<file path="config.mk">
export PLATFORM = sky130hd
export DESIGN_NAME = smx_ext
export DESIGN_NICKNAME = d
export VERILOG_FILES = /design/src/logic/smx_sync.v /design/src/logic/smx_crc8.v /design/src/logic/smx_ext.v
export VERILOG_INCLUDE_DIRS = /design/src /design/src/pkg
export SDC_FILE = /design/constraint.sdc
export NUM_CORES = 1
export LEC_CHECK = 0
export BUFFER_PORTS_ARGS = -buffer_cell sky130_fd_sc_hd__buf_2
export CORE_MARGIN = 1.5
export CORE_UTILIZATION = 55
export CTS_CLUSTER_SIZE = 8
export DETAILED_ROUTE_END_ITERATION = 7
export GPL_TIMING_DRIVEN = 0
export PLACE_DENSITY = 0.76
export SYNTH_ARGS = -nofsm -noshare
export SYNTH_HDL_FRONTEND = slang
export SYNTH_SLANG_ARGS = --single-unit
</file>
<file path="constraint.sdc">
create_clock -name clk_in -period 6.3 [get_ports clk_in]
set_clock_uncertainty 0.15 [all_clocks]
set_input_delay 0.315 -clock clk_in [delete_from_list [all_inputs] [get_ports clk_in]]
set_output_delay 0.315 -clock clk_in [all_outputs]
set_load 0.03 [all_outputs]
</file>
<file path="src/pkg/smx_consts.vh">
// Summary of operation
// - with per-byte ack control, software decides ack or nack per received byte, except the checksum byte a slave receiver checks.
// - host address enable turns on host notify support and host address.
// - idle_select 0, enabled: flag when scl low over (reload+1)*2048 clocks.
// - primary reload value and idle_select are frozen while primary timeout enabled.
// - extended timeout flags cumulative stretch over (ext reload+1)*2048 clocks.
// - extended reload value is frozen while the extended timeout is enabled.
// - idle_select 1, enabled: flag when scl and sda high over (reload+1)*4; at reload 0xfff the 14-bit count wraps and never flags.
// - checksum is crc-8 poly 0x07, zero start, covers address byte too.
// - one checksum byte is appended as final byte of checked transfers.
// - checksum_transfer without reload: checksum after byte_count minus one bytes.
// - slave role alert enable drives alert pin low, enables alert response address.
// - host role alert enable: falling alert edge sets alert flag, irq if enabled.
// - alert disabled: internal alert level is high, pin free for general use.
// - default address enable acknowledges device default address 0x61.
// - host address enable acknowledges host address 0x08.
// - alert enable with host address enable off acknowledges alert response address 0x0c.
// - slave checking checksum nacks mismatch, acks match, flags checksum error.
// - timeout, checksum error and alert flags interrupt only with error irq enable.
`ifndef SMX_CONSTS_VH
`define SMX_CONSTS_VH
`define SMX_LOW_UNIT 2048
`define SMX_IDLE_UNIT 4
`define SMX_CRC_POLY 8'h07
`define SMX_CRC_INIT 8'h00
`define SMX_ADDR_DEFAULT 7'h61
`define SMX_ADDR_HOST 7'h08
`define SMX_ADDR_ALERT 7'h0c
`define SMX_RELOAD_RST 12'h000
`endif

</file>
<file path="src/logic/smx_sync.v">
`timescale 1ns/100ps
// three-stage synchroniser; output moves once stages two and three agree
module smx_sync (
  input wire clk_in,
  input wire rst_b_in,
  input wire d_in,
  input wire rst_val_in,
  output reg q_out
);
  reg s1_r;
  reg s2_r;
  reg s3_r;
  always @(posedge clk_in or negedge rst_b_in) begin
    if (!rst_b_in) begin
      s1_r <= 1'b1;
      s2_r <= 1'b1;
      s3_r <= 1'b1;
      q_out <= 1'b1;
    end else begin
      s1_r <= d_in;
      s2_r <= s1_r;
      s3_r <= s2_r;
      if (s2_r == s3_r) begin
        q_out <= s3_r;
      end
    end
  end
endmodule // smx_sync

</file>
<file path="src/logic/smx_crc8.v">
`timescale 1ns/100ps
`include "smx_consts.vh"
// serial crc-8 over bits msb first
module smx_crc8 (
  input wire clk_in,
  input wire rst_b_in,
  input wire clear_in,
  input wire bit_valid_in,
  input wire bit_in,
  output reg [7:0] crc_out
);
  function [7:0] crc_step;
    input [7:0] c;
    input b;
    begin
      if (c[7] ^ b) begin
        crc_step = {c[6:0], 1'b0} ^ `SMX_CRC_POLY;
      end else begin
        crc_step = {c[6:0], 1'b0};
      end
    end
  endfunction
  always @(posedge clk_in or negedge rst_b_in) begin
    if (!rst_b_in) begin
      crc_out <= `SMX_CRC_INIT;
    end else if (clear_in) begin
      crc_out <= `SMX_CRC_INIT;
    end else if (bit_valid_in) begin
      crc_out <= crc_step(crc_out, bit_in);
    end
  end
endmodule // smx_crc8

</file>
<file path="src/logic/smx_ext.v">
`timescale 1ns/100ps
`include "smx_consts.vh"
// smbus extension: timeouts, idle detect, checksum, alert, reserved addresses
module smx_ext (
  input wire clk_in,
  input wire rst_b_in,
  input wire scl_in,
  input wire sda_in,
  input wire alert_pin_in,
  input wire per_byte_ack_ctrl_in,
  input wire host_addr_enable_in,
  input wire default_addr_enable_in,
  input wire alert_enable_in,
  input wire checksum_enable_in,
  input wire checksum_transfer_in,
  input wire reload_mode_in,
  input wire [7:0] byte_count_in,
  input wire error_irq_enable_in,
  input wire primary_timeout_enable_in,
  input wire extended_timeout_enable_in,
  input wire idle_select_in,
  input wire [11:0] primary_reload_value_in,
  input wire [11:0] extended_reload_value_in,
  input wire cfg_write_in,
  input wire stretch_in,
  input wire sw_ack_in,
  input wire byte_done_in,
  input wire frame_start_in,
  input wire slave_rx_in,
  input wire clear_timeout_in,
  input wire clear_checksum_error_in,
  input wire clear_alert_in,
  output reg alert_pin_out,
  output reg alert_pin_oe_out,
  output reg alert_level_out,
  output reg addr_match_out,
  output reg ack_out,
  output reg checksum_slot_out,
  output reg [7:0] checksum_out,
  output reg timeout_flag_out,
  output reg checksum_error_flag_out,
  output reg alert_flag_out,
  output reg error_irq_out,
  output reg host_notify_out,
  output reg [11:0] primary_reload_out,
  output reg idle_select_out,
  output reg [11:0] extended_reload_out
);
  localparam ST_IDLE = 3'b001;
  localparam ST_ADDR = 3'b010;
  localparam ST_DATA = 3'b100;

  reg rst_s1_r;
  reg rst_r;
  wire rst_b;
  wire scl_s;
  wire sda_s;
  wire alert_s;
  reg scl_d_r;
  reg sda_d_r;
  reg alert_d_r;
  reg [23:0] low_cnt_r;
  reg [23:0] ext_cnt_r;
  reg [13:0] idle_cnt_r;
  reg [2:0] state_r;
  reg [2:0] state_nxt;
  reg [3:0] bit_cnt_r;
  reg [7:0] shift_r;
  reg [7:0] bytes_r;
  wire [7:0] crc;
  wire scl_rise;
  wire scl_fall;
  wire start_cond;
  wire stop_cond;
  wire alert_fall;
  wire byte_end;
  wire in_slot;
  wire crc_bad;
  wire to_low;
  wire to_ext;
  wire to_idle;

  function [23:0] limit_of;
    input [11:0] reload;
    input [11:0] unit;
    begin
      limit_of = ({12'h000, reload} + 24'h000001) * {12'h000, unit};
    end
  endfunction

  always @(posedge clk_in or negedge rst_b_in) begin
    if (!rst_b_in) begin
      rst_s1_r <= 1'b0;
      rst_r <= 1'b0;
    end else begin
      rst_s1_r <= 1'b1;
      rst_r <= rst_s1_r;
    end
  end
  assign rst_b = rst_r;

  smx_sync u_scl (
    .clk_in(clk_in),
    .rst_b_in(rst_b),
    .d_in(scl_in),
    .rst_val_in(1'b1),
    .q_out(scl_s)
  );
  smx_sync u_sda (
    .clk_in(clk_in),
    .rst_b_in(rst_b),
    .d_in(sda_in),
    .rst_val_in(1'b1),
    .q_out(sda_s)
  );
  smx_sync u_alert (
    .clk_in(clk_in),
    .rst_b_in(rst_b),
    .d_in(alert_pin_in),
    .rst_val_in(1'b1),
    .q_out(alert_s)
  );

  assign scl_rise = scl_s & ~scl_d_r;
  assign scl_fall = ~scl_s & scl_d_r;
  assign start_cond = scl_s & scl_d_r & sda_d_r & ~sda_s;
  assign stop_cond = scl_s & scl_d_r & ~sda_d_r & sda_s;
  assign alert_fall = alert_enable_in & alert_d_r & ~alert_s;
  assign byte_end = (bit_cnt_r == 4'h8) & scl_fall;
  assign in_slot = checksum_enable_in & checksum_transfer_in &
    ~reload_mode_in & (byte_count_in != 8'h00) &
    (bytes_r == byte_count_in - 8'h01);
  assign crc_bad = (crc != `SMX_CRC_INIT);

  smx_crc8 u_crc (
    .clk_in(clk_in),
    .rst_b_in(rst_b),
    .clear_in(start_cond | frame_start_in),
    .bit_valid_in(scl_rise & (bit_cnt_r < 4'h8) & (state_r != ST_IDLE)),
    .bit_in(sda_s),
    .crc_out(crc)
  );

  assign to_low = primary_timeout_enable_in & ~idle_select_out &
    (low_cnt_r >= limit_of(primary_reload_out, `SMX_LOW_UNIT));
  assign to_ext = extended_timeout_enable_in &
    (ext_cnt_r >= limit_of(extended_reload_out, `SMX_LOW_UNIT));
  assign to_idle = primary_timeout_enable_in & idle_select_out &
    ({10'h000, idle_cnt_r} >= limit_of(primary_reload_out, `SMX_IDLE_UNIT));

  always @* begin
    state_nxt = state_r;
    case (state_r)
      ST_IDLE: if (start_cond) state_nxt = ST_ADDR;
      ST_ADDR: if (stop_cond) state_nxt = ST_IDLE;
        else if (byte_end) state_nxt = ST_DATA;
      ST_DATA: if (stop_cond) state_nxt = ST_IDLE;
        else if (start_cond) state_nxt = ST_ADDR;
      default: state_nxt = ST_IDLE;
    endcase
  end

  always @(posedge clk_in or negedge rst_b) begin
    if (!rst_b) begin
      scl_d_r <= 1'b1;
      sda_d_r <= 1'b1;
      alert_d_r <= 1'b1;
      state_r <= ST_IDLE;
      bit_cnt_r <= 4'h0;
      shift_r <= 8'h00;
      bytes_r <= 8'h00;
      low_cnt_r <= 24'h000000;
      ext_cnt_r <= 24'h000000;
      idle_cnt_r <= 14'h0000;
      primary_reload_out <= `SMX_RELOAD_RST;
      idle_select_out <= 1'b0;
      extended_reload_out <= `SMX_RELOAD_RST;
      alert_pin_out <= 1'b0;
      alert_pin_oe_out <= 1'b0;
      alert_level_out <= 1'b1;
      addr_match_out <= 1'b0;
      ack_out <= 1'b0;
      checksum_slot_out <= 1'b0;
      checksum_out <= `SMX_CRC_INIT;
      timeout_flag_out <= 1'b0;
      checksum_error_flag_out <= 1'b0;
      alert_flag_out <= 1'b0;
      error_irq_out <= 1'b0;
      host_notify_out <= 1'b0;
    end else begin
      scl_d_r <= scl_s;
      sda_d_r <= sda_s;
      alert_d_r <= alert_s;
      state_r <= state_nxt;
      if (cfg_write_in & ~primary_timeout_enable_in) begin
        primary_reload_out <= primary_reload_value_in;
        idle_select_out <= idle_select_in;
      end
      if (cfg_write_in & ~extended_timeout_enable_in) begin
        extended_reload_out <= extended_reload_value_in;
      end
      if (scl_s | ~primary_timeout_enable_in) begin
        low_cnt_r <= 24'h000000;
      end else if (~to_low) begin
        low_cnt_r <= low_cnt_r + 24'h000001;
      end
      if (state_r == ST_IDLE | ~extended_timeout_enable_in) begin
        ext_cnt_r <= 24'h000000;
      end else if (stretch_in & ~scl_s & ~to_ext) begin
        ext_cnt_r <= ext_cnt_r + 24'h000001;
      end
      if (~(scl_s & sda_s) | ~primary_timeout_enable_in) begin
        idle_cnt_r <= 14'h0000;
      end else if (~to_idle) begin
        idle_cnt_r <= idle_cnt_r + 14'h0001;
      end
      if (start_cond | stop_cond) begin
        bit_cnt_r <= 4'h0;
      end else if ((bit_cnt_r == 4'h9) & scl_fall) begin
        // ack clock ends the byte; decisions below came at eighth fall
        bit_cnt_r <= 4'h0;
      end else if (scl_rise & (state_r != ST_IDLE)) begin
        if (bit_cnt_r < 4'h8) begin
          shift_r <= {shift_r[6:0], sda_s};
        end
        bit_cnt_r <= bit_cnt_r + 4'h1;
      end
      if (start_cond) begin
        bytes_r <= 8'h00;
      end else if (byte_end & (state_r == ST_DATA)) begin
        bytes_r <= bytes_r + 8'h01;
      end
      if (byte_end & (state_r == ST_ADDR)) begin
        addr_match_out <=
          (default_addr_enable_in & shift_r[7:1] == `SMX_ADDR_DEFAULT) |
          (host_addr_enable_in & shift_r[7:1] == `SMX_ADDR_HOST) |
          (alert_enable_in & ~host_addr_enable_in &
           shift_r[7:1] == `SMX_ADDR_ALERT);
      end else if (stop_cond) begin
        addr_match_out <= 1'b0;
      end
      host_notify_out <= host_addr_enable_in & addr_match_out &
        (state_r == ST_DATA);
      checksum_slot_out <= in_slot & (state_r == ST_DATA);
      if (bit_cnt_r == 4'h0) begin
        checksum_out <= crc;
      end
      if (byte_end & (state_r == ST_DATA) & slave_rx_in & in_slot) begin
        ack_out <= ~crc_bad;
      end else if (byte_end) begin
        ack_out <= per_byte_ack_ctrl_in ? sw_ack_in : 1'b1;
      end else if (byte_done_in) begin
        ack_out <= ack_out;
      end
      if (to_low | to_ext | to_idle) begin
        timeout_flag_out <= 1'b1;
      end else if (clear_timeout_in) begin
        timeout_flag_out <= 1'b0;
      end
      if (byte_end & (state_r == ST_DATA) & slave_rx_in & in_slot &
          crc_bad) begin
        checksum_error_flag_out <= 1'b1;
      end else if (clear_checksum_error_in) begin
        checksum_error_flag_out <= 1'b0;
      end
      if (alert_fall & host_addr_enable_in) begin
        alert_flag_out <= 1'b1;
      end else if (clear_alert_in) begin
        alert_flag_out <= 1'b0;
      end
      alert_pin_oe_out <= alert_enable_in & ~host_addr_enable_in;
      alert_pin_out <= 1'b0;
      alert_level_out <= alert_enable_in ? alert_s : 1'b1;
      error_irq_out <= error_irq_enable_in &
        (timeout_flag_out | checksum_error_flag_out | alert_flag_out);
    end
  end
endmodule // smx_ext

</file>
==> flow_summary.json <==
{
  "io_pins": 101,
  "highest_layer": "met4",
  "drive_gt1_share_pct": 18.98,
  "cts_setup_buffers": 0,
  "layout_common_cells": "dfrtp_1 (135), buf_2 (100), nand2_1 (94), nor2_1 (85), a21oi_1 (47)",
  "r2r_slack_ns": 2.81,
  "fin_crit_sh_pct": 55.41,
  "slowest_delay_ns": 0.52,
  "tightest_slew_ns": 0.7171,
  "synth_edf_count": 0,
  "coreArea_mm2": 0.01509,
  "leakagePower_nw": 4.587,
  "path_clk_slew_ns": 0.06,
  "timing.final.hold_violations": 0,
  "crit_path_top_delay_cell": "o41a_1",
  "utilization_pct": 67.35,
  "cts_sinks": 153,
  "first_iter_violations": 409,
  "std_cell_rows": 45,
  "worstSkewPairLatency_ns": 0.43,
  "hold_path_class": "flop to asynchronous set/reset pin",
  "end_kind": "flop",
  "timing.rr.end": "ext_cnt_r[21]",
  "outcome": "finished clean",
  "antenna_left": 0,
  "syn_inst": 872,
  "grt_pass1_vias": 6752,
  "initial_utilization_pct": 55.90,
  "vias": 6992,
  "antenna_found_initial": 0,
  "fp.dieH_um": 126.8,
  "holdWs_ns": 0.02637,
  "vdd_ir_drop_max_v": 0.0001838,
  "layout_commonest_cell": "dfrtp_1",
  "met2_wirelength_um": 9646,
  "drv_cap": 0,
  "fmax_ghz": 0.2865,
  "cts.htree.levels": 4,
  "rr_startpoint": "extended_reload_out[0]",
  "required_ns": 6.44,
  "grt_overflow": 0,
  "place.gp.congestion": 0.8368,
  "grt_pass1_wl_um": 32310,
  "dp.final_hpwl_um": 13500,
  "yosysTopAreaCellShare_pct": 40.35,
  "wl_um": 19480,
  "grt.total_usage_pct": 25.25,
  "yosysTopAreaCell": "dfrtp_1",
  "fin_nets": 1125,
  "yosysUniqueCellTypes": 68,
  "ff2ff_path_depth": 12,
  "cts_tree": "done",
  "worstPathArrival_ns": 3.63,
  "die_w_um": 126.8,
  "cp_max_fo": 10,
  "worstSetupPathType": "flop to flop",
  "drtPass1Iterations": 5,
  "avgSynthCellArea_um2": 9.672,
  "setup_viol": 0,
  "synthTopCellsByArea": "dfrtp_1 (40%), ha_1 (6.4%), dfstp_2 (5.3%), nand2_1 (4.2%), mux2_2 (4.0%)",
  "rsz0062_at_grt": "no",
  "syn-num-nets": 972,
  "crit_chain": "inv_1 > ha_1 > or4b_1 > o31ai_1 > a21o_1 > a2111oi_0 > o41a_1 > o21a_2 > buf_6 > nand4_1 > xor2_1 > nor2_1",
  "avgRoutedWirePerCell_um": 15.89,
  "drc": 0,
  "num_antenna_cells": 0,
  "syn_to_final_growth_pct": 20.50,
  "grt_max_degree": 74,
  "slew_viol_final": 0,
  "ys_seq_elements": 153,
  "wl_met1_um": 8779,
  "yosys_warnings": 0,
  "cts_root_buf": "clkbuf_16",
  "p_per_area_mw_per_mm2": 248.8,
  "wl_met3_um": 781,
  "io_buffers": 98,
  "hold_buffers": 34,
  "period_needed_ns": 3.491,
  "netlist_area_mm2": 0.008434,
  "viasPerCell": 5.703,
  "cp-start-kind": "flop",
  "ys_async_sr_fraction_pct": 100.0,
  "dieArea_mm2": 0.01609,
  "ys_seq_area_share_pct": 45.65,
  "ys.flop_type": "dfrtp_1",
  "cts-buffers-inserted": 17,
  "cts.repair.resized": 0,
  "clk_path_buf_depth": 2,
  "relSlewSlack_pct": 50.96
}
[state kept, by name (all words and copies together) (netlist names), 3 cells and up]
register	count
bit_cnt_r	4
bytes_r	8
checksum_out	8
ext_cnt_r	24
extended_reload_out	12
idle_cnt_r	14
low_cnt_r	24
primary_reload_out	12
shift_r	8
state_r	3
u_crc.crc_out	8
[critical path, delay by kind of cell (launching register included)]
kind,cells,cell delay (ns)
compound gates,5,1.42
fa+ha+maj,1,0.28
xor+xnor,1,0.17
simple gates,3,0.57
flops,1,0.45
buf+inv,2,0.29
[metal layers]
| metal | up-vias | global-route usage, % |
|---|---|---|
| met5 | - | 0 |
| met4 | 0 | 8.489 |
| met3 | 26 | 4.935 |
| met2 | 176 | 42.65 |
| met1 | 3405 | 32.77 |
| li1 | 3385 | - |
[worst max-delay path by stage]
| stage | start | end | slack [ns] |
|---|---|---|---|
| final | extended_reload_out[0] | ext_cnt_r[21] | 2.81 |
| after global routing | primary_reload_out[1] | idle_cnt_r[1] | 2.47 |
| after CTS | primary_reload_out[1] | idle_cnt_r[1] | 2.77 |
| after detailed placement | primary_reload_out[1] | idle_cnt_r[1] | 2.78 |
| after global placement | rst_b | shift_r[4] | -0.1 |
| after floorplan | rst_b | ack_out | 1.60 |
[synthesized netlist by cell type (all sizes together) (15+ instances only)]
cell type	number
inv	39
nand2	94
or3	18
o21ai	32
nand3	40
ha	43
xor2	33
mux2	30
dfstp	17
a21oi	47
clkbuf	22
nand4	31
nor3	20
and3	15
nor2	85
dfrtp	136
xnor2	38
[layout make-up]
type	count	area [um2]
Clock buffer	19	432.9
Tap cell	188	235.2
Fill cell	1158	4926
Clock inverter	13	171.4
Inverter	39	146.4
Buffer	28	123.9
Multi-Input combinational cell	652	4314
Timing Repair Buffer	134	885.9
Sequential cell	153	3854
[power breakdown]
part / switching, mW / internal, mW / total [mW] / leakage, nW
logic: 0.234 / 0.154 / 0.388 / 2.29
clock network: 0.418 / 0.627 / 1.05 / 0.288
registers: 0.0592 / 1.04 / 1.10 / 2.01
[stage by stage]
step	setup TNS (ns)	area [um2]	power (mW)	std cells	worst slack [ns]
2_1_floorplan	0	8434	1.352	872	1.601
3_3_place_gp	-10.67	9160	1.461	1158	-0.09529
3_5_place_dp	0	9219	1.477	1160	2.781
4_1_cts	0	10160	2.549	1226	2.773
5_1_grt	0	10160	2.637	1226	2.473
6_report	0	10160	2.529	1226	2.809
[cells by family (layout without fill, tap and decap cells)]
logic type,after synthesis,count (layout),share of synthesized area [%]
AO/OA/AOI/OAI,129,129,9.598
buffers and inverters,67,233,3.204
flip-flops,153,153,45.65
AND/OR/NAND/NOR,360,360,21.39
adder cells (fa/ha/maj),48,48,6.972
multiplexers,40,40,5.192
other,2,2,0.08904
XOR/XNOR,73,73,7.907
Power figures use the tool's default switching activity.
